## src/core/sch_pkg.sv

```systemverilog
// Shared constants and types for the socket clock and power handshake
package sch_pkg;
    // Number of cable ports and debug clock probes
    localparam int SCH_PORTS = 6;
    localparam int SCH_PROBES = 6;
    // Base clock and bus clock figures
    localparam int SCH_BASE_CLK_MHZ = 40;
    localparam int SCH_ACLK_MHZ = 50;
    // Self-configuration duration, in microseconds, and derived cycles
    localparam int SCH_SETUP_TIME_US = 10;
    localparam int SCH_SETUP_CYCLES = SCH_SETUP_TIME_US * SCH_BASE_CLK_MHZ;
    // Width of the probe edge counters
    localparam int SCH_CNT_W = 16;
    // Register offsets of the socket controller
    localparam logic [7:0] SCH_REG_CTRL = 8'h00;
    localparam logic [7:0] SCH_REG_STAT = 8'h04;
    localparam logic [7:0] SCH_REG_IRQ = 8'h08;
    localparam logic [7:0] SCH_REG_MASK = 8'h0c;
    // Control field positions
    localparam int SCH_CTRL_PORT_LSB = 0;
    localparam int SCH_CTRL_OPTIC_LSB = 8;
    // Status field positions
    localparam int SCH_STAT_PORT_OK_LSB = 0;
    localparam int SCH_STAT_OPTIC_OK_LSB = 8;
    localparam int SCH_STAT_DONE_BIT = 16;
    localparam int SCH_STAT_CLK_OK_BIT = 17;
    // Interrupt bit positions
    localparam int SCH_IRQ_VALID_RISE = 0;
    localparam int SCH_IRQ_DONE_RISE = 1;
    localparam int SCH_IRQ_PORT_DROP = 2;
    localparam int SCH_IRQ_OPTIC_DROP = 3;
    localparam int SCH_IRQ_W = 4;
    // Reset values
    localparam logic [31:0] SCH_CTRL_RESET = 32'h0000_0000;
    localparam logic [SCH_IRQ_W-1:0] SCH_MASK_RESET = 4'h0;
    // Slave okay and error responses
    localparam logic [1:0] SCH_RESP_OKAY = 2'b00;
    localparam logic [1:0] SCH_RESP_SLVERR = 2'b10;
    // Platform self-configuration states
    typedef enum logic [1:0] {SCH_IDLE, SCH_SETUP, SCH_DONE} sch_state_e;
endpackage

```

## src/core/sch_if.sv

```systemverilog
// Interface joining the platform end and the socket end
`timescale 1ns/1ps
interface sch_if;
    import sch_pkg::*;
    logic refclk_pll_locked;
    logic refclk_valid_flag;
    logic frontend_setup_done;
    logic setup_prepare_request;
    logic setup_prepare_ack;
    logic socket_reset;
    logic [SCH_PORTS-1:0] port_supply_enable;
    logic [SCH_PORTS-1:0] port_supply_ok;
    logic [SCH_PORTS-1:0] optic_supply_enable;
    logic [SCH_PORTS-1:0] optic_supply_ok;
    logic [SCH_PROBES-1:0] debug_clock_probes;
    logic spare_clock_output;
    // Platform end
    modport platform (
        output refclk_pll_locked,
        output refclk_valid_flag,
        output frontend_setup_done,
        output setup_prepare_request,
        input setup_prepare_ack,
        input socket_reset,
        input port_supply_enable,
        output port_supply_ok,
        input optic_supply_enable,
        output optic_supply_ok,
        input debug_clock_probes,
        input spare_clock_output
    );
    // Socket end
    modport socket (
        input refclk_pll_locked,
        input refclk_valid_flag,
        input frontend_setup_done,
        input setup_prepare_request,
        output setup_prepare_ack,
        output socket_reset,
        output port_supply_enable,
        input port_supply_ok,
        output optic_supply_enable,
        input optic_supply_ok,
        output debug_clock_probes,
        output spare_clock_output
    );
endinterface

```

## src/core/sch_socket.sv

```systemverilog
// Socket end: clock logic reset, supply enables, AXI4-Lite control registers
`timescale 1ns/1ps
module sch_socket (
    input wire logic aclk,
    input wire logic aresetn,
    input wire logic base_clock_40mhz,
    input wire logic [sch_pkg::SCH_PROBES-1:0] user_clocks,
    input wire logic [7:0] s_axi_awaddr,
    input wire logic s_axi_awvalid,
    output logic s_axi_awready,
    input wire logic [31:0] s_axi_wdata,
    input wire logic [3:0] s_axi_wstrb,
    input wire logic s_axi_wvalid,
    output logic s_axi_wready,
    output logic [1:0] s_axi_bresp,
    output logic s_axi_bvalid,
    input wire logic s_axi_bready,
    input wire logic [7:0] s_axi_araddr,
    input wire logic s_axi_arvalid,
    output logic s_axi_arready,
    output logic [31:0] s_axi_rdata,
    output logic [1:0] s_axi_rresp,
    output logic s_axi_rvalid,
    input wire logic s_axi_rready,
    output logic refclk_logic_reset,
    output logic irq,
    sch_if.socket link
);
    import sch_pkg::*;

    logic [1:0] vld_sync_ff, nxt_vld_sync, lck_sync_ff, nxt_lck_sync;
    logic [1:0] done_sync_ff, nxt_done_sync, bresp_ff, nxt_bresp;
    logic [1:0] rresp_ff, nxt_rresp;
    logic vld_d_ff, nxt_vld_d, done_d_ff, nxt_done_d, clk_reset_ff;
    logic nxt_clk_reset, aw_hold_ff, nxt_aw_hold, w_hold_ff, nxt_w_hold;
    logic bvalid_ff, nxt_bvalid, rvalid_ff, nxt_rvalid, do_write;
    logic [SCH_PORTS-1:0] pok_d_ff, nxt_pok_d, ook_d_ff, nxt_ook_d;
    logic [SCH_IRQ_W-1:0] irq_ff, nxt_irq, mask_ff, nxt_mask, events;
    logic [31:0] ctrl_ff, nxt_ctrl, w_data_ff, nxt_w_data, rdata_ff;
    logic [31:0] nxt_rdata, status_word, ctrl_word;
    logic [7:0] aw_addr_ff, nxt_aw_addr;
    logic [3:0] w_strb_ff, nxt_w_strb;

    // Byte-lane merge used for the control and mask registers
    function automatic logic [31:0] merge(input logic [31:0] old,
                                          input logic [31:0] data,
                                          input logic [3:0] strb);
        for (int i = 0; i < 4; i++)
            if (strb[i])
                old[i*8 +: 8] = data[i*8 +: 8];
        return old;
    endfunction

    function automatic logic known(input logic [7:0] a);
        return (a == SCH_REG_CTRL) || (a == SCH_REG_STAT) ||
               (a == SCH_REG_IRQ) || (a == SCH_REG_MASK);
    endfunction

    ////////////////////////////////////////////////////////////////////////
    // Pin drives on the link: ack echoes prepare, spare held low, socket reset from aresetn
    assign link.setup_prepare_ack = link.setup_prepare_request;
    assign link.spare_clock_output = 1'b0;
    assign link.socket_reset = ~aresetn;
    // Probes carry the user clocks to the platform counters
    assign link.debug_clock_probes = user_clocks;
    // Software chooses which ports run optics and need supply
    assign link.port_supply_enable =
        ctrl_ff[SCH_CTRL_PORT_LSB +: SCH_PORTS];
    assign link.optic_supply_enable =
        ctrl_ff[SCH_CTRL_OPTIC_LSB +: SCH_PORTS];

    ////////////////////////////////////////////////////////////////////////
    // Synchronise the valid, lock and done flags; clock logic held in reset until safe
    always_comb
    begin
        nxt_vld_sync = {vld_sync_ff[0], link.refclk_valid_flag};
        nxt_lck_sync = {lck_sync_ff[0], link.refclk_pll_locked};
        nxt_done_sync = {done_sync_ff[0], link.frontend_setup_done};
        nxt_vld_d = vld_sync_ff[1];
        nxt_done_d = done_sync_ff[1];
        nxt_pok_d = link.port_supply_ok;
        nxt_ook_d = link.optic_supply_ok;
        // Valid rising also forces one reset cycle to relock
        nxt_clk_reset = !(vld_sync_ff[1] && lck_sync_ff[1]) ||
                        !done_sync_ff[1] ||
                        (vld_sync_ff[1] && !vld_d_ff);
        if (!aresetn)
        begin
            nxt_vld_sync = 2'b00;
            nxt_lck_sync = 2'b00;
            nxt_done_sync = 2'b00;
            nxt_vld_d = 1'b0;
            nxt_done_d = 1'b0;
            nxt_pok_d = '0;
            nxt_ook_d = '0;
            nxt_clk_reset = 1'b1;
        end
    end

    always_ff @(posedge aclk)
    begin
        vld_sync_ff <= nxt_vld_sync;
        lck_sync_ff <= nxt_lck_sync;
        done_sync_ff <= nxt_done_sync;
        vld_d_ff <= nxt_vld_d;
        done_d_ff <= nxt_done_d;
        pok_d_ff <= nxt_pok_d;
        ook_d_ff <= nxt_ook_d;
        clk_reset_ff <= nxt_clk_reset;
    end

    assign refclk_logic_reset = clk_reset_ff;

    ////////////////////////////////////////////////////////////////////////
    // Events; supply drops are only reported, never fatal
    // Power-good is sampled directly: a one-cycle glitch may be missed
    always_comb
    begin
        events = '0;
        events[SCH_IRQ_VALID_RISE] = vld_sync_ff[1] & ~vld_d_ff;
        events[SCH_IRQ_DONE_RISE] = done_sync_ff[1] & ~done_d_ff;
        events[SCH_IRQ_PORT_DROP] =
            |(pok_d_ff & ~link.port_supply_ok);
        events[SCH_IRQ_OPTIC_DROP] = |(ook_d_ff & ~link.optic_supply_ok);
    end

    always_comb
    begin
        status_word = 32'h0000_0000;
        status_word[SCH_STAT_PORT_OK_LSB +: SCH_PORTS] = link.port_supply_ok;
        status_word[SCH_STAT_OPTIC_OK_LSB +: SCH_PORTS] =
            link.optic_supply_ok;
        status_word[SCH_STAT_DONE_BIT] = done_sync_ff[1];
        status_word[SCH_STAT_CLK_OK_BIT] = ~clk_reset_ff;
        // Unused control bits read back as zero
        ctrl_word = 32'h0000_0000;
        ctrl_word[SCH_CTRL_PORT_LSB +: SCH_PORTS] = link.port_supply_enable;
        ctrl_word[SCH_CTRL_OPTIC_LSB +: SCH_PORTS] =
            link.optic_supply_enable;
    end

    ////////////////////////////////////////////////////////////////////////
    // AXI4-Lite slave: address and data taken in either order
    assign do_write = aw_hold_ff && w_hold_ff && !bvalid_ff;

    always_comb
    begin
        nxt_aw_hold = aw_hold_ff;
        nxt_aw_addr = aw_addr_ff;
        nxt_w_hold = w_hold_ff;
        nxt_w_data = w_data_ff;
        nxt_w_strb = w_strb_ff;
        nxt_bvalid = bvalid_ff;
        nxt_bresp = bresp_ff;
        nxt_rvalid = rvalid_ff;
        nxt_rdata = rdata_ff;
        nxt_rresp = rresp_ff;
        nxt_ctrl = ctrl_ff;
        nxt_mask = mask_ff;
        nxt_irq = irq_ff;
        if (s_axi_awvalid && s_axi_awready)
        begin
            nxt_aw_hold = 1'b1;
            nxt_aw_addr = s_axi_awaddr;
        end
        if (s_axi_wvalid && s_axi_wready)
        begin
            nxt_w_hold = 1'b1;
            nxt_w_data = s_axi_wdata;
            nxt_w_strb = s_axi_wstrb;
        end
        if (do_write)
        begin
            nxt_aw_hold = 1'b0;
            nxt_w_hold = 1'b0;
            nxt_bvalid = 1'b1;
            nxt_bresp = known(aw_addr_ff) ? SCH_RESP_OKAY : SCH_RESP_SLVERR;
            if (aw_addr_ff == SCH_REG_CTRL)
            begin
                nxt_ctrl = merge(ctrl_ff, w_data_ff, w_strb_ff);
            end
            if (aw_addr_ff == SCH_REG_MASK)
            begin
                nxt_mask = SCH_IRQ_W'(merge({28'h0, mask_ff},
                                            w_data_ff, w_strb_ff));
            end
            if (aw_addr_ff == SCH_REG_IRQ && w_strb_ff[0])
            begin
                nxt_irq = irq_ff & ~w_data_ff[SCH_IRQ_W-1:0];
            end
        end
        // A new event wins over a clear in the same cycle
        nxt_irq = nxt_irq | events;
        if (bvalid_ff && s_axi_bready)
        begin
            nxt_bvalid = 1'b0;
        end
        if (s_axi_arvalid && s_axi_arready)
        begin
            nxt_rvalid = 1'b1;
            nxt_rresp = known(s_axi_araddr) ? SCH_RESP_OKAY : SCH_RESP_SLVERR;
            case (s_axi_araddr)
                SCH_REG_CTRL: nxt_rdata = ctrl_word;
                SCH_REG_STAT: nxt_rdata = status_word;
                SCH_REG_IRQ: nxt_rdata = {28'h0, irq_ff};
                SCH_REG_MASK: nxt_rdata = {28'h0, mask_ff};
                default: nxt_rdata = 32'h0000_0000;
            endcase
        end
        else if (rvalid_ff && s_axi_rready)
        begin
            nxt_rvalid = 1'b0;
        end
        if (!aresetn)
        begin
            nxt_aw_hold = 1'b0;
            nxt_w_hold = 1'b0;
            nxt_bvalid = 1'b0;
            nxt_rvalid = 1'b0;
            nxt_ctrl = SCH_CTRL_RESET;
            nxt_mask = SCH_MASK_RESET;
            nxt_irq = '0;
        end
    end

    always_ff @(posedge aclk)
    begin
        aw_hold_ff <= nxt_aw_hold;
        aw_addr_ff <= nxt_aw_addr;
        w_hold_ff <= nxt_w_hold;
        w_data_ff <= nxt_w_data;
        w_strb_ff <= nxt_w_strb;
        bvalid_ff <= nxt_bvalid;
        bresp_ff <= nxt_bresp;
        rvalid_ff <= nxt_rvalid;
        rdata_ff <= nxt_rdata;
        rresp_ff <= nxt_rresp;
        ctrl_ff <= nxt_ctrl;
        mask_ff <= nxt_mask;
        irq_ff <= nxt_irq;
    end

    // Ready only while the holding slot is empty
    assign s_axi_awready = aresetn && !aw_hold_ff;
    assign s_axi_wready = aresetn && !w_hold_ff;
    assign s_axi_arready = aresetn && !rvalid_ff;
    assign s_axi_bvalid = bvalid_ff;
    assign s_axi_bresp = bresp_ff;
    assign s_axi_rvalid = rvalid_ff;
    assign s_axi_rdata = rdata_ff;
    assign s_axi_rresp = rresp_ff;
    assign irq = |(irq_ff & mask_ff);
endmodule

```

## src/flat_wrapper.sv

```systemverilog
// flat-port wrapper written by rule: the top's interface ports become plain ports
module sch_socket_flat import sch_pkg::*;
  (aclk, aresetn, base_clock_40mhz, user_clocks, s_axi_awaddr, s_axi_awvalid, s_axi_awready, s_axi_wdata, s_axi_wstrb, s_axi_wvalid, s_axi_wready, s_axi_bresp, s_axi_bvalid, s_axi_bready, s_axi_araddr, s_axi_arvalid, s_axi_arready, s_axi_rdata, s_axi_rresp, s_axi_rvalid, s_axi_rready, refclk_logic_reset, irq, link_refclk_pll_locked, link_refclk_valid_flag, link_frontend_setup_done, link_setup_prepare_request, link_setup_prepare_ack, link_socket_reset, link_port_supply_enable, link_port_supply_ok, link_optic_supply_enable, link_optic_supply_ok, link_debug_clock_probes, link_spare_clock_output);
  sch_if link_i ();
  input wire logic aclk;
  input wire logic aresetn;
  input wire logic base_clock_40mhz;
  input wire logic [sch_pkg::SCH_PROBES-1:0] user_clocks;
  input wire logic [7:0] s_axi_awaddr;
  input wire logic s_axi_awvalid;
  output logic s_axi_awready;
  input wire logic [31:0] s_axi_wdata;
  input wire logic [3:0] s_axi_wstrb;
  input wire logic s_axi_wvalid;
  output logic s_axi_wready;
  output logic [1:0] s_axi_bresp;
  output logic s_axi_bvalid;
  input wire logic s_axi_bready;
  input wire logic [7:0] s_axi_araddr;
  input wire logic s_axi_arvalid;
  output logic s_axi_arready;
  output logic [31:0] s_axi_rdata;
  output logic [1:0] s_axi_rresp;
  output logic s_axi_rvalid;
  input wire logic s_axi_rready;
  output logic refclk_logic_reset;
  output logic irq;
  input wire logic [$bits(link_i.refclk_pll_locked)-1:0] link_refclk_pll_locked;
  input wire logic [$bits(link_i.refclk_valid_flag)-1:0] link_refclk_valid_flag;
  input wire logic [$bits(link_i.frontend_setup_done)-1:0] link_frontend_setup_done;
  input wire logic [$bits(link_i.setup_prepare_request)-1:0] link_setup_prepare_request;
  output wire logic [$bits(link_i.setup_prepare_ack)-1:0] link_setup_prepare_ack;
  output wire logic [$bits(link_i.socket_reset)-1:0] link_socket_reset;
  output wire logic [$bits(link_i.port_supply_enable)-1:0] link_port_supply_enable;
  input wire logic [$bits(link_i.port_supply_ok)-1:0] link_port_supply_ok;
  output wire logic [$bits(link_i.optic_supply_enable)-1:0] link_optic_supply_enable;
  input wire logic [$bits(link_i.optic_supply_ok)-1:0] link_optic_supply_ok;
  output wire logic [$bits(link_i.debug_clock_probes)-1:0] link_debug_clock_probes;
  output wire logic [$bits(link_i.spare_clock_output)-1:0] link_spare_clock_output;
  assign link_i.refclk_pll_locked = link_refclk_pll_locked;
  assign link_i.refclk_valid_flag = link_refclk_valid_flag;
  assign link_i.frontend_setup_done = link_frontend_setup_done;
  assign link_i.setup_prepare_request = link_setup_prepare_request;
  assign link_setup_prepare_ack = link_i.setup_prepare_ack;
  assign link_socket_reset = link_i.socket_reset;
  assign link_port_supply_enable = link_i.port_supply_enable;
  assign link_i.port_supply_ok = link_port_supply_ok;
  assign link_optic_supply_enable = link_i.optic_supply_enable;
  assign link_i.optic_supply_ok = link_optic_supply_ok;
  assign link_debug_clock_probes = link_i.debug_clock_probes;
  assign link_spare_clock_output = link_i.spare_clock_output;
  sch_socket u_core (.aclk(aclk), .aresetn(aresetn), .base_clock_40mhz(base_clock_40mhz), .user_clocks(user_clocks), .s_axi_awaddr(s_axi_awaddr), .s_axi_awvalid(s_axi_awvalid), .s_axi_awready(s_axi_awready), .s_axi_wdata(s_axi_wdata), .s_axi_wstrb(s_axi_wstrb), .s_axi_wvalid(s_axi_wvalid), .s_axi_wready(s_axi_wready), .s_axi_bresp(s_axi_bresp), .s_axi_bvalid(s_axi_bvalid), .s_axi_bready(s_axi_bready), .s_axi_araddr(s_axi_araddr), .s_axi_arvalid(s_axi_arvalid), .s_axi_arready(s_axi_arready), .s_axi_rdata(s_axi_rdata), .s_axi_rresp(s_axi_rresp), .s_axi_rvalid(s_axi_rvalid), .s_axi_rready(s_axi_rready), .refclk_logic_reset(refclk_logic_reset), .irq(irq), .link(link_i));
endmodule
```

## config.mk

```make
export PLATFORM = sky130hd
export DESIGN_NAME = sch_socket_flat
export DESIGN_NICKNAME = d
export VERILOG_FILES = /design/src/core/sch_pkg.sv /design/src/core/sch_if.sv /design/src/core/sch_socket.sv /design/src/flat_wrapper.sv
export SDC_FILE = /design/constraint.sdc
export NUM_CORES = 1
export LEC_CHECK = 0
export BUFFER_PORTS_ARGS = -buffer_cell sky130_fd_sc_hd__buf_4
export CORE_MARGIN = 2
export CORE_UTILIZATION = 50
export CTS_BUF_LIST = sky130_fd_sc_hd__clkbuf_16
export CTS_CLUSTER_SIZE = 40
export DETAILED_ROUTE_END_ITERATION = 8
export MAX_ROUTING_LAYER = met4
export PLACE_DENSITY = 0.84
export SLEW_MARGIN = 25
export SYNTH_ARGS = -nofsm -noshare
export SYNTH_HDL_FRONTEND = slang
export SYNTH_SLANG_ARGS = --single-unit
```

## constraint.sdc

```tcl
create_clock -name aclk -period 2.9 [get_ports aclk]
set_clock_uncertainty 0.05 [all_clocks]
set_input_delay 0.58 -clock aclk [delete_from_list [all_inputs] [get_ports aclk]]
set_output_delay 0.58 -clock aclk [all_outputs]
set_load 0.02 [all_outputs]
```

# Yosys cells after proc, flatten, opt, wreduce, memory -nomap -nowiden
# Index checks and enable logic that the tools add are counted.
word_totals:
  regBits: 105
  input_bits: 82
  output_inout_bits: 64
classes:
  eq_ne: 6
  n_mux: 7
  bitwise: 14
  reduce_logical: 39
op_table:
  columns: ["op", "count"]
  rows:
  - ["$pmux 18 s4", 1]
  - ["$eq 8x4->1 const B", 4]
  - ["$eq 8x3->1 const B", 2]
  - ["$logic_not 8->1", 2]
  - ["$logic_and 1x1->1", 13]
  - ["$and 6x6->6", 2]
  - ["$not 6->6", 2]
  - ["$reduce_or 6->1", 2]
  - ["$reduce_and 3->1", 3]
  - ["$and 4x4->4", 2]
  - ["$logic_or 1x1->1", 8]
  - ["$mux 4", 2]
  - ["$logic_not 1->1", 7]
  - ["$mux 2", 2]
  - ["$not 1->1", 4]
  - ["$not 4->4", 1]
  - ["$or 4x4->4", 1]
  - ["$reduce_or 2->1", 2]
  - ["$reduce_or 4->1", 1]
  - ["$and 1x1->1", 2]
  - ["$mux 1", 2]
  - ["$reduce_bool 2->1", 1]

# Logic depth before layout (Yosys ltp)
# Gate-level depths: netlist of the first run.
logic_depth:
  ltp_word: 5
  mapped_depth: 6

# Worst setup path after synthesis of the first run
# Ideal clock, no wire load.
synth_path:
  path_kind: "input -> register"
  start: "input aresetn"
  end: "register u_core.aw_addr_ff[0], enable pin"
  setup_time_ps: 332
  t_arrival_ps: 1897
  required_time_ps: 2518
  setup_slack_ps: 622
  cell_stages: 5
  path_buffers: 2
  path_cell_list: "clkbuf_1 -> inv_1 -> clkbuf_1 -> nor2_1 -> and2_1"
synth_via:
  elab_chain_len: 2
synth_lines:
  columns: ["element", "line_no", "source"]
  rows:
  - ["from (decl)", "flat_wrapper.sv:6", "input wire logic aresetn;"]
  - ["$logic_and 1x1->1", "sch_socket.sv:244", "assign s_axi_awready = aresetn && !aw_hold_ff;"]
  - ["named net s_axi_awready", "flat_wrapper.sv:11", "output logic s_axi_awready;"]
  - ["$logic_and 1x1->1", "sch_socket.sv:161", "if (s_axi_awvalid && s_axi_awready)"]
  - ["to (signal assigned)", "sch_socket.sv:229", "aw_addr_ff <= nxt_aw_addr;"]
  - ["to (decl)", "sch_socket.sv:41", "logic [7:0] aw_addr_ff, nxt_aw_addr;"]
# The timed path passes the listed nets, and every way through them passes these cells.
# A chain may end at the register's enable or synchronous reset.

# Worst setup path in the final report of the first run
layout_path:
  start: "input aresetn"
  end: "output s_axi_arready"
layout_via:
  elab_chain_len: 1
layout_lines:
  columns: ["element", "line_no", "source"]
  rows:
  - ["$logic_and 1x1->1", "sch_socket.sv:246", "assign s_axi_arready = aresetn && !rvalid_ff;"]
  - ["to (decl)", "flat_wrapper.sv:21", "output logic s_axi_arready;"]
# No other way between the ends.

==> flow_summary.json, run 1 <==
{
  "synth-main-ff-cell": "dfxtp_1",
  "ant_nets": 0,
  "num_rows": 29,
  "n_antenna_cell": 0,
  "cts_root_buffer": "clkbuf_16",
  "ir_worst_vdd_mv": 0.394,
  "min_from": "u_core.vld_d_ff",
  "clock_path_buffers": 2,
  "rsz0062_at_grt": "false",
  "slew-limit-headroom_pct": 48.3,
  "yosysMostFrequentCell": "dfxtp_1",
  "grt_pass1_wl_um": 10200,
  "die_h_um": 85.0,
  "multi_input_area_um2": 996,
  "final_hold_viol_count": 0,
  "synthDistinctLibCells": 36,
  "clk_pin_slew_ps": 50,
  "overflow": 0,
  "io_pins": 146,
  "yosysSeqAreaShare_pct": 62.3,
  "endpoint_kind": "primary output",
  "yosys-top-cells-count": "45 x dfxtp_1, 38 x edfxtp_1, 28 x buf_4",
  "final_area_um2": 4120,
  "ys_seq_elements": 83,
  "critPathRequiredTime_ps": 2270,
  "hold_path.class": "reg2reg",
  "wl_um": 6460,
  "n_fill_cell": 498,
  "syn_to_final_growth_pct": 25.6,
  "status": "complete, no violations",
  "cts_tree": "yes",
  "cts_resized": 0,
  "cap_viol_max_count": 0,
  "syn_avg_cell_area_um2": 12.0,
  "initial_core_util_pct": 51.6,
  "dpl-instance-area_um2": 3860,
  "r2r-start": "u_core.aw_addr_ff[1]",
  "initialDrtViolationCount": 98,
  "clk_latency_ps": 330,
  "die_area_um2": 7220,
  "critPathMaxFanout": 12,
  "async_flop_share_pct": 0,
  "yosys-top-cells-area": "edfxtp_1 35%, dfxtp_1 27%, buf_4 6.4%",
  "seqCellArea_um2": 2040,
  "period_needed_ps": 2010,
  "io_buffers": 87,
  "arrival_ps": 1380,
  "die_w_um": 85.0,
  "hpwlAfterDp_um": 4750,
  "synth_area_um2": 3280,
  "drive_gt1_share_pct": 31.1,
  "h-tree-depth": 3,
  "gp_congestion": 0.811,
  "antenna_found_initial": 0,
  "drv_slew": 0,
  "clkSinkCount": 83,
  "cts_hold_buffers": 0,
  "vias": 2185,
  "nets": 437,
  "fin_crit_sh_pct": 69.3,
  "cts_setup_buffers": 0,
  "yosys_warnings": 0,
  "drt_first_pass_iters": 4,
  "synth_edf_count": 38,
  "synth_largest_area_cell": "edfxtp_1",
  "p_leak_uw": 0.00181,
  "avgRoutedWirePerCell_um": 14.8,
  "crit_path_start_kind": "input port",
  "powerDensity_nw_per_um2": 598,
  "synth_cells": 273,
  "worst_pin_slew_ps": 775,
  "critPathLaunch": "aresetn",
  "synthDominantCellAreaShare_pct": 34.8,
  "cts_buffers": 9,
  "grt_pass1_vias": 2169,
  "core_area_um2": 6350,
  "finalSetupViolations": 0,
  "grt_start_max_net_pins": 48,
  "setup-tns-final_ps": 0,
  "critPathKind": "in2out",
  "fmax_mhz": 498,
  "grt.total_usage_pct": 19.4,
  "routed_via_density": 5.00,
  "drc": 0
}
## per-layer routing
metal  GRT usage, %  wire (um)
met4           8.23        118
met2           33.9       3550
met1           20.7       2440
met3           4.96        352
met5              -          0
## critical path, stage by stage
cell	delay, ps
buf_4	110
inv_1	380
nor2_1	120
buf_4	180
## sequential cells by signal (all words and copies together) (netlist names), 4 cells and up
name	cells
u_core.pok_d_ff	6
u_core.ctrl_ff	12
u_core.mask_ff	4
u_core.ook_d_ff	6
u_core.aw_addr_ff	8
u_core.s_axi_rdata	14
u_core.w_data_ff	12
u_core.irq_ff	4
## layout by cell type, fill, tap and decap left out, types with 4 or more instances in the layout
cell	synthesis	layout
buf_4	28	89
dfxtp_1	45	45
edfxtp_1	38	38
nand2_1	27	27
and2_1	22	22
conb_1	1	21
inv_1	15	18
nor2_1	11	11
mux2i_1	10	10
clkbuf_16	0	9
a22o_1	8	8
nand3_1	7	7
o21ai_1	6	6
a21oi_1	5	5
mux4_2	4	4
and3_1	4	4
o31ai_1	4	4
o22ai_1	4	4
## final cells by class
cell class | count | area share [%]
clock buffers | 9 | 5.47
repair buffers | 89 | 16.2
well taps | 77 | 2.34
inverters | 16 | 1.46
clock inverters | 7 | 0.729
multi-input cells | 156 | 24.2
flip-flops and latches | 83 | 49.6
## stage by stage
step                setup slack (ps)  power [uW]  hold WS (ps)  instances  util, %
detailed placement               678        1520           341        421     60.8
finish                           890        2460           358        437     64.8
floorplan                        622        1450           326        293        -
global route                     838        2540           364        437     64.8
CTS                              852        2480           360        437     64.8
global placement                 772        1510           333        421     60.8
## final timing paths
| check | endpoint | slack, ps | cells after the start |
|---|---|---|---|
| min | u_core.refclk_logic_reset | 360 | 1 |
| max reg2reg | u_core.ctrl_ff[3] | 930 | 4 |
| min reg2reg | u_core.refclk_logic_reset | 360 | 1 |
| max | s_axi_arready | 890 | 4 |
## cell families (layout without fill, tap and decap cells)
logic type / Yosys count / after routing / synth area share, %
and+or+nand+nor: 89 / 89 / 15.5
DFF: 83 / 83 / 62.3
buffers and inverters: 54 / 121 / 9.62
AOI/OAI and AO/OA: 32 / 32 / 6.72
muxes: 14 / 14 / 5.80
other: 1 / 21 / 0.114
## power breakdown
part / switching (uW) / leakage, uW / total [uW] / internal, uW
registers: 19.4 / 0.000717 / 1290 / 1270
logic: 114 / 0.000957 / 205 / 90.6
clock network: 405 / 0.000140 / 967 / 562
No activity file was read; power rests on OpenSTA's default activity.
==> run 2: changes to the inputs <==
--- a/config.mk
+++ b/config.mk
@@ -7,12 +7,12 @@
 export LEC_CHECK = 0
 export BUFFER_PORTS_ARGS = -buffer_cell sky130_fd_sc_hd__buf_4
 export CORE_MARGIN = 2
-export CORE_UTILIZATION = 50
+export CORE_UTILIZATION = 42
 export CTS_BUF_LIST = sky130_fd_sc_hd__clkbuf_16
 export CTS_CLUSTER_SIZE = 40
 export DETAILED_ROUTE_END_ITERATION = 8
 export MAX_ROUTING_LAYER = met4
-export PLACE_DENSITY = 0.84
+export PLACE_DENSITY = 0.75
 export SLEW_MARGIN = 25
 export SYNTH_ARGS = -nofsm -noshare
 export SYNTH_HDL_FRONTEND = slang
==> constraint.sdc (replaced) <==
create_clock -name aclk -period 1.7 [get_ports aclk]
set_clock_uncertainty 0.05 [all_clocks]
set_input_delay 0.34 -clock aclk [delete_from_list [all_inputs] [get_ports aclk]]
set_output_delay 0.34 -clock aclk [all_outputs]
set_load 0.02 [all_outputs]
==> run 2 against run 1 <==
Setup slack lost 890 ps. Clock power up 72%. Hold slack worse by 220 ps. Sequential power up 71%. Utilization decreased by 9.0 points. Count of clock-buffer cells in the layout is the same. Critical path depth unchanged. Die area grew 18%. Cell area rose by 3.7%.
==> flow_summary.json, run 2 (synthesis results as in run 1) <==
{
  "final_cells": 472,
  "initial_core_util_pct": 42.9,
  "grt_pass1_vias": 2223,
  "num_rows": 32,
  "crit_path_start_kind": "register",
  "slew-limit-headroom_pct": 63.2,
  "power_switching_share_pct": 22.2,
  "avgRoutedWirePerCell_um": 13.8,
  "path_cells": "nor4_4 > nand4b_4 > or3b_4 > mux2i_1",
  "die_area_um2": 8530,
  "p_leak_uw": 0.00187,
  "cap_viol_max_count": 0,
  "drv_slew": 0,
  "syn_to_final_growth_pct": 30.3,
  "drive_gt1_share_pct": 35.7,
  "clkSinkCount": 83,
  "largest_reg_flops": 14,
  "cp_top_family": "simple AND/OR/NAND/NOR gates",
  "gp_congestion": 0.780,
  "die_h_um": 92.3,
  "clk_latency_ps": 330,
  "intPower_uw": 3290,
  "routed_via_density": 4.68,
  "cp_slowest_stage_delay_ps": 470,
  "drt_first_pass_iters": 4,
  "vias": 2209,
  "grt.total_usage_pct": 16.7,
  "clk_pin_slew_ps": 50,
  "critPathRequiredTime_ps": 1860,
  "critPathMaxFanout": 6,
  "crit_slowest_cell": "or3b_4",
  "core_area_um2": 7650,
  "initialDrtViolationCount": 78,
  "io_buffers": 87,
  "layout_common_cells": "99 x buf_4, 45 x dfxtp_1, 38 x edfxtp_1, 27 x nand2_1, 21 x conb_1",
  "status": "complete, no violations",
  "powerDensity_nw_per_um2": 992,
  "ant_nets": 0,
  "period_needed_ps": 1700,
  "cts_tree": "yes",
  "arrival_ps": 1860,
  "grt_start_max_net_pins": 48,
  "overflow": 0,
  "rsz0062_at_grt": "true",
  "finalSetupViolations": 0,
  "h-tree-depth": 3,
  "combPwrFrac_pct": 8.8,
  "cts_hold_buffers": 0,
  "dp_slack_ps": -125,
  "clkPwrFrac_pct": 39.3,
  "final_hold_viol_count": 0,
  "seqPwrFrac_pct": 51.9,
  "nets": 447,
  "setup_slack_ps": 1.94,
  "critPathKind": "reg2reg",
  "antenna_found_initial": 0,
  "n_antenna_cell": 0,
  "final_core_util_pct": 55.9,
  "hold_path.class": "in2reg",
  "p_sw_uw": 941,
  "cts_root_buffer": "clkbuf_16",
  "final_area_um2": 4270,
  "fmax_mhz": 589,
  "hpwlAfterDp_um": 4810,
  "die_w_um": 92.3,
  "endpoint_kind": "register",
  "grt_pass1_wl_um": 10400,
  "wl_um": 6520,
  "placed_cells": 456,
  "cts_buffers": 9,
  "io_pins": 146,
  "fin_crit_sh_pct": 99.9,
  "crit_buf_inv": 0,
  "clock_path_buffers": 2,
  "worst_pin_slew_ps": 538,
  "dpl-instance-area_um2": 3980,
  "ir_worst_vdd_mv": 0.490,
  "drc": 0,
  "layout_commonest_cell": "buf_4"
}
[run 2: worst paths after layout]
path	start	endpoint	slack (ps)	depth (start not counted)
min	s_axi_awaddr[7]	u_core.aw_addr_ff[7]	130	1
max	u_core.aw_addr_ff[4]	u_core.ctrl_ff[2]	2	4
min reg2reg	u_core.lck_sync_ff[1]	u_core.refclk_logic_reset	350	1
max reg2reg	u_core.aw_addr_ff[4]	u_core.ctrl_ff[2]	2	4
[run 2: layout make-up]
class / count / area (um^2)
fillers: 663 / 3380
inverters: 16 / 60.1
clock buffers: 9 / 225
clock inverters: 7 / 30.0
multi-input cells: 156 / 1040
flip-flops and latches: 83 / 2040
well taps: 102 / 128
repair buffers: 99 / 743
[run 2: per-stage QoR]
step | setup TNS, ps | hold WS [ps] | total power (uW)
after floorplan | 0 | 326 | 2480
after global routing | -412 | 121 | 4410
after CTS | -4.93 | 123 | 4270
final | 0 | 134 | 4240
after detailed placement | -826 | 344 | 2610
after global placement | -538 | 335 | 2600
[run 2: power by group through the flow]
stage	clock [uW]	combinational, uW	sequential, uW
finish	1660	372	2200
detailed placement	0	368	2240
floorplan	0	223	2260
global placement	0	361	2240
CTS	1700	369	2200
global route	1800	404	2200
[run 2: timing repair]
action                                  CTS  global route
hold endpoints to repair                  0             0
endpoints found under the setup margin   10            14
pin swaps                                 1             2
resized for setup                         2             5
buffers inserted                          0             0
[run 2: worst register-to-register path, stage by stage, from the launching register on]
cell	delay, ps
edfxtp_1	410
nor4_4	390
nand4b_4	130
or3b_4	470
mux2i_1	150
[run 2: per-layer routing]
metal / global-route usage [%] / wire (um) / vias up
met4: 7.71 / 116 / 0
li1: - / - / 1081
met3: 4.39 / 428 / 10
met2: 27.2 / 3270 / 83
met5: - / 0 / -
met1: 19.3 / 2700 / 1035
==> run 3: changes to the inputs <==
--- a/config.mk
+++ b/config.mk
@@ -12,7 +12,7 @@
 export CTS_CLUSTER_SIZE = 40
 export DETAILED_ROUTE_END_ITERATION = 8
 export MAX_ROUTING_LAYER = met4
-export PLACE_DENSITY = 0.75
+export PLACE_DENSITY_LB_ADDON = 0.15
 export SLEW_MARGIN = 25
 export SYNTH_ARGS = -nofsm -noshare
 export SYNTH_HDL_FRONTEND = slang
==> run 3 against run 2 <==
The run now ends with setup timing left. Routed wire length fell by 4.6%. Die area did not move. Count of clock-buffer cells in the layout did not move. Clock power rose by 25%. Critical endpoint is now u_core.ctrl_ff[5]. Largest cell class unchanged. Highest routed layer unchanged.
==> flow_summary.json, run 3 (synthesis results as in run 1) <==
{
  "status": "finished with violations",
  "violations": "setup timing",
  "cts_buffers": 9,
  "routed_via_density": 4.64,
  "num_rows": 32,
  "critPathMaxFanout": 6,
  "hpwlAfterDp_um": 4520,
  "drv_slew": 0,
  "grt.total_usage_pct": 15.6,
  "layout_common_cells": "100 x buf_4, 45 x dfxtp_1, 38 x edfxtp_1, 27 x nand2_1, 21 x conb_1",
  "clock_path_buffers": 2,
  "worst_pin_slew_ps": 500,
  "cts_root_buffer": "clkbuf_16",
  "drc": 0,
  "cts_hold_buffers": 0,
  "io_buffers": 87,
  "io_pins": 146,
  "crit_path_start_kind": "register",
  "drive_gt1_share_pct": 36.3,
  "h-tree-depth": 3,
  "initial_core_util_pct": 42.9,
  "fmax_mhz": 572,
  "antenna_found_initial": 0,
  "powerDensity_nw_per_um2": 1070,
  "initialDrtViolationCount": 76,
  "clkSinkCount": 83,
  "grt_pass1_wl_um": 9880,
  "ant_nets": 0,
  "cap_viol_max_count": 0,
  "setup-tns-final_ps": -234,
  "arrival_ps": 1910,
  "die_w_um": 92.3,
  "avgRoutedWirePerCell_um": 13.1,
  "fin_crit_sh_pct": 103,
  "final_hold_viol_count": 0,
  "overflow": 0,
  "endpoint_kind": "register",
  "ir_worst_vdd_mv": 0.654,
  "grt_pass1_vias": 2067,
  "die_area_um2": 8530,
  "vias": 2199,
  "hold_path.class": "in2reg",
  "grt_start_max_net_pins": 48,
  "clk_latency_ps": 330,
  "critPathKind": "reg2reg",
  "clk_pin_slew_ps": 60,
  "syn_to_final_growth_pct": 32.4,
  "final_area_um2": 4340,
  "cts_tree": "yes",
  "n_antenna_cell": 0,
  "gp_congestion": 0.759,
  "layout_commonest_cell": "buf_4",
  "cts_setup_buffers": 0,
  "wl_um": 6220,
  "finalSetupViolations": 6,
  "period_needed_ps": 1750,
  "core_area_um2": 7650,
  "dpl-instance-area_um2": 4000,
  "critPathRequiredTime_ps": 1860,
  "drt_first_pass_iters": 4,
  "setup_slack_ps": -48.9,
  "slew-limit-headroom_pct": 65.8,
  "die_h_um": 92.3,
  "p_leak_uw": 0.00189,
  "final_core_util_pct": 56.7,
  "rsz0062_at_grt": "true",
  "largest_reg_flops": 14,
  "p_total_uw": 4630,
  "nets": 449,
  "hold_ws_ps": 132
}
run 3: final timing paths:
kind	cells after the start	slack, ps	end	startpoint
setup / recovery	5	-50	u_core.ctrl_ff[5]	u_core.aw_addr_ff[4]
setup reg to reg	5	-50	u_core.ctrl_ff[5]	u_core.aw_addr_ff[4]
hold / removal	1	130	u_core.w_data_ff[11]	s_axi_wdata[11]
hold reg to reg	1	350	u_core.refclk_logic_reset	u_core.lck_sync_ff[1]
run 3: per-stage QoR:
| stage | setup slack [ps] | cells |
|---|---|---|
| floorplan | 5.36 | 293 |
| global placement | -41.7 | 458 |
| detailed placement | -60.2 | 458 |
| CTS | -46.3 | 474 |
| global route | -119 | 474 |
| finish | -48.9 | 474 |
run 3: layout make-up:
class / count / area [um^2]
fillers: 654 / 3310
inverters: 16 / 60.1
clock inverters: 7 / 100
multi-input cells: 156 / 1020
repair buffers: 101 / 762
flip-flops and latches: 83 / 2040
clock buffers: 9 / 225
well taps: 102 / 128
run 3: worst max-delay path, cell delays in order (launching register included):
cell and delay (ps):
edfxtp_1 410, nor4_4 400, nand4b_4 130, or3b_1 370, buf_6 160, mux2i_1 120
run 3: report_power, final:
| group | switching (uW) | internal [uW] |
|---|---|---|
| clock | 776 | 1290 |
| sequential | 31.2 | 2160 |
| combinational | 196 | 169 |
run 3: timing repair:
action | in CTS | in global routing
endpoints found under the setup margin | 10 | 12
resized for setup | 2 | 2
pin swaps | 1 | 3
run 3: layer usage:
layer	GRT usage, %	vias to the layer above	wire (um)	part of all wire (%)
met2	24.7	81	3000	48
met5	-	-	0	0
met1	19.4	1014	2780	45
li1	-	1092	-	-
met3	2.77	12	330	5.3
met4	7.71	0	107	1.7
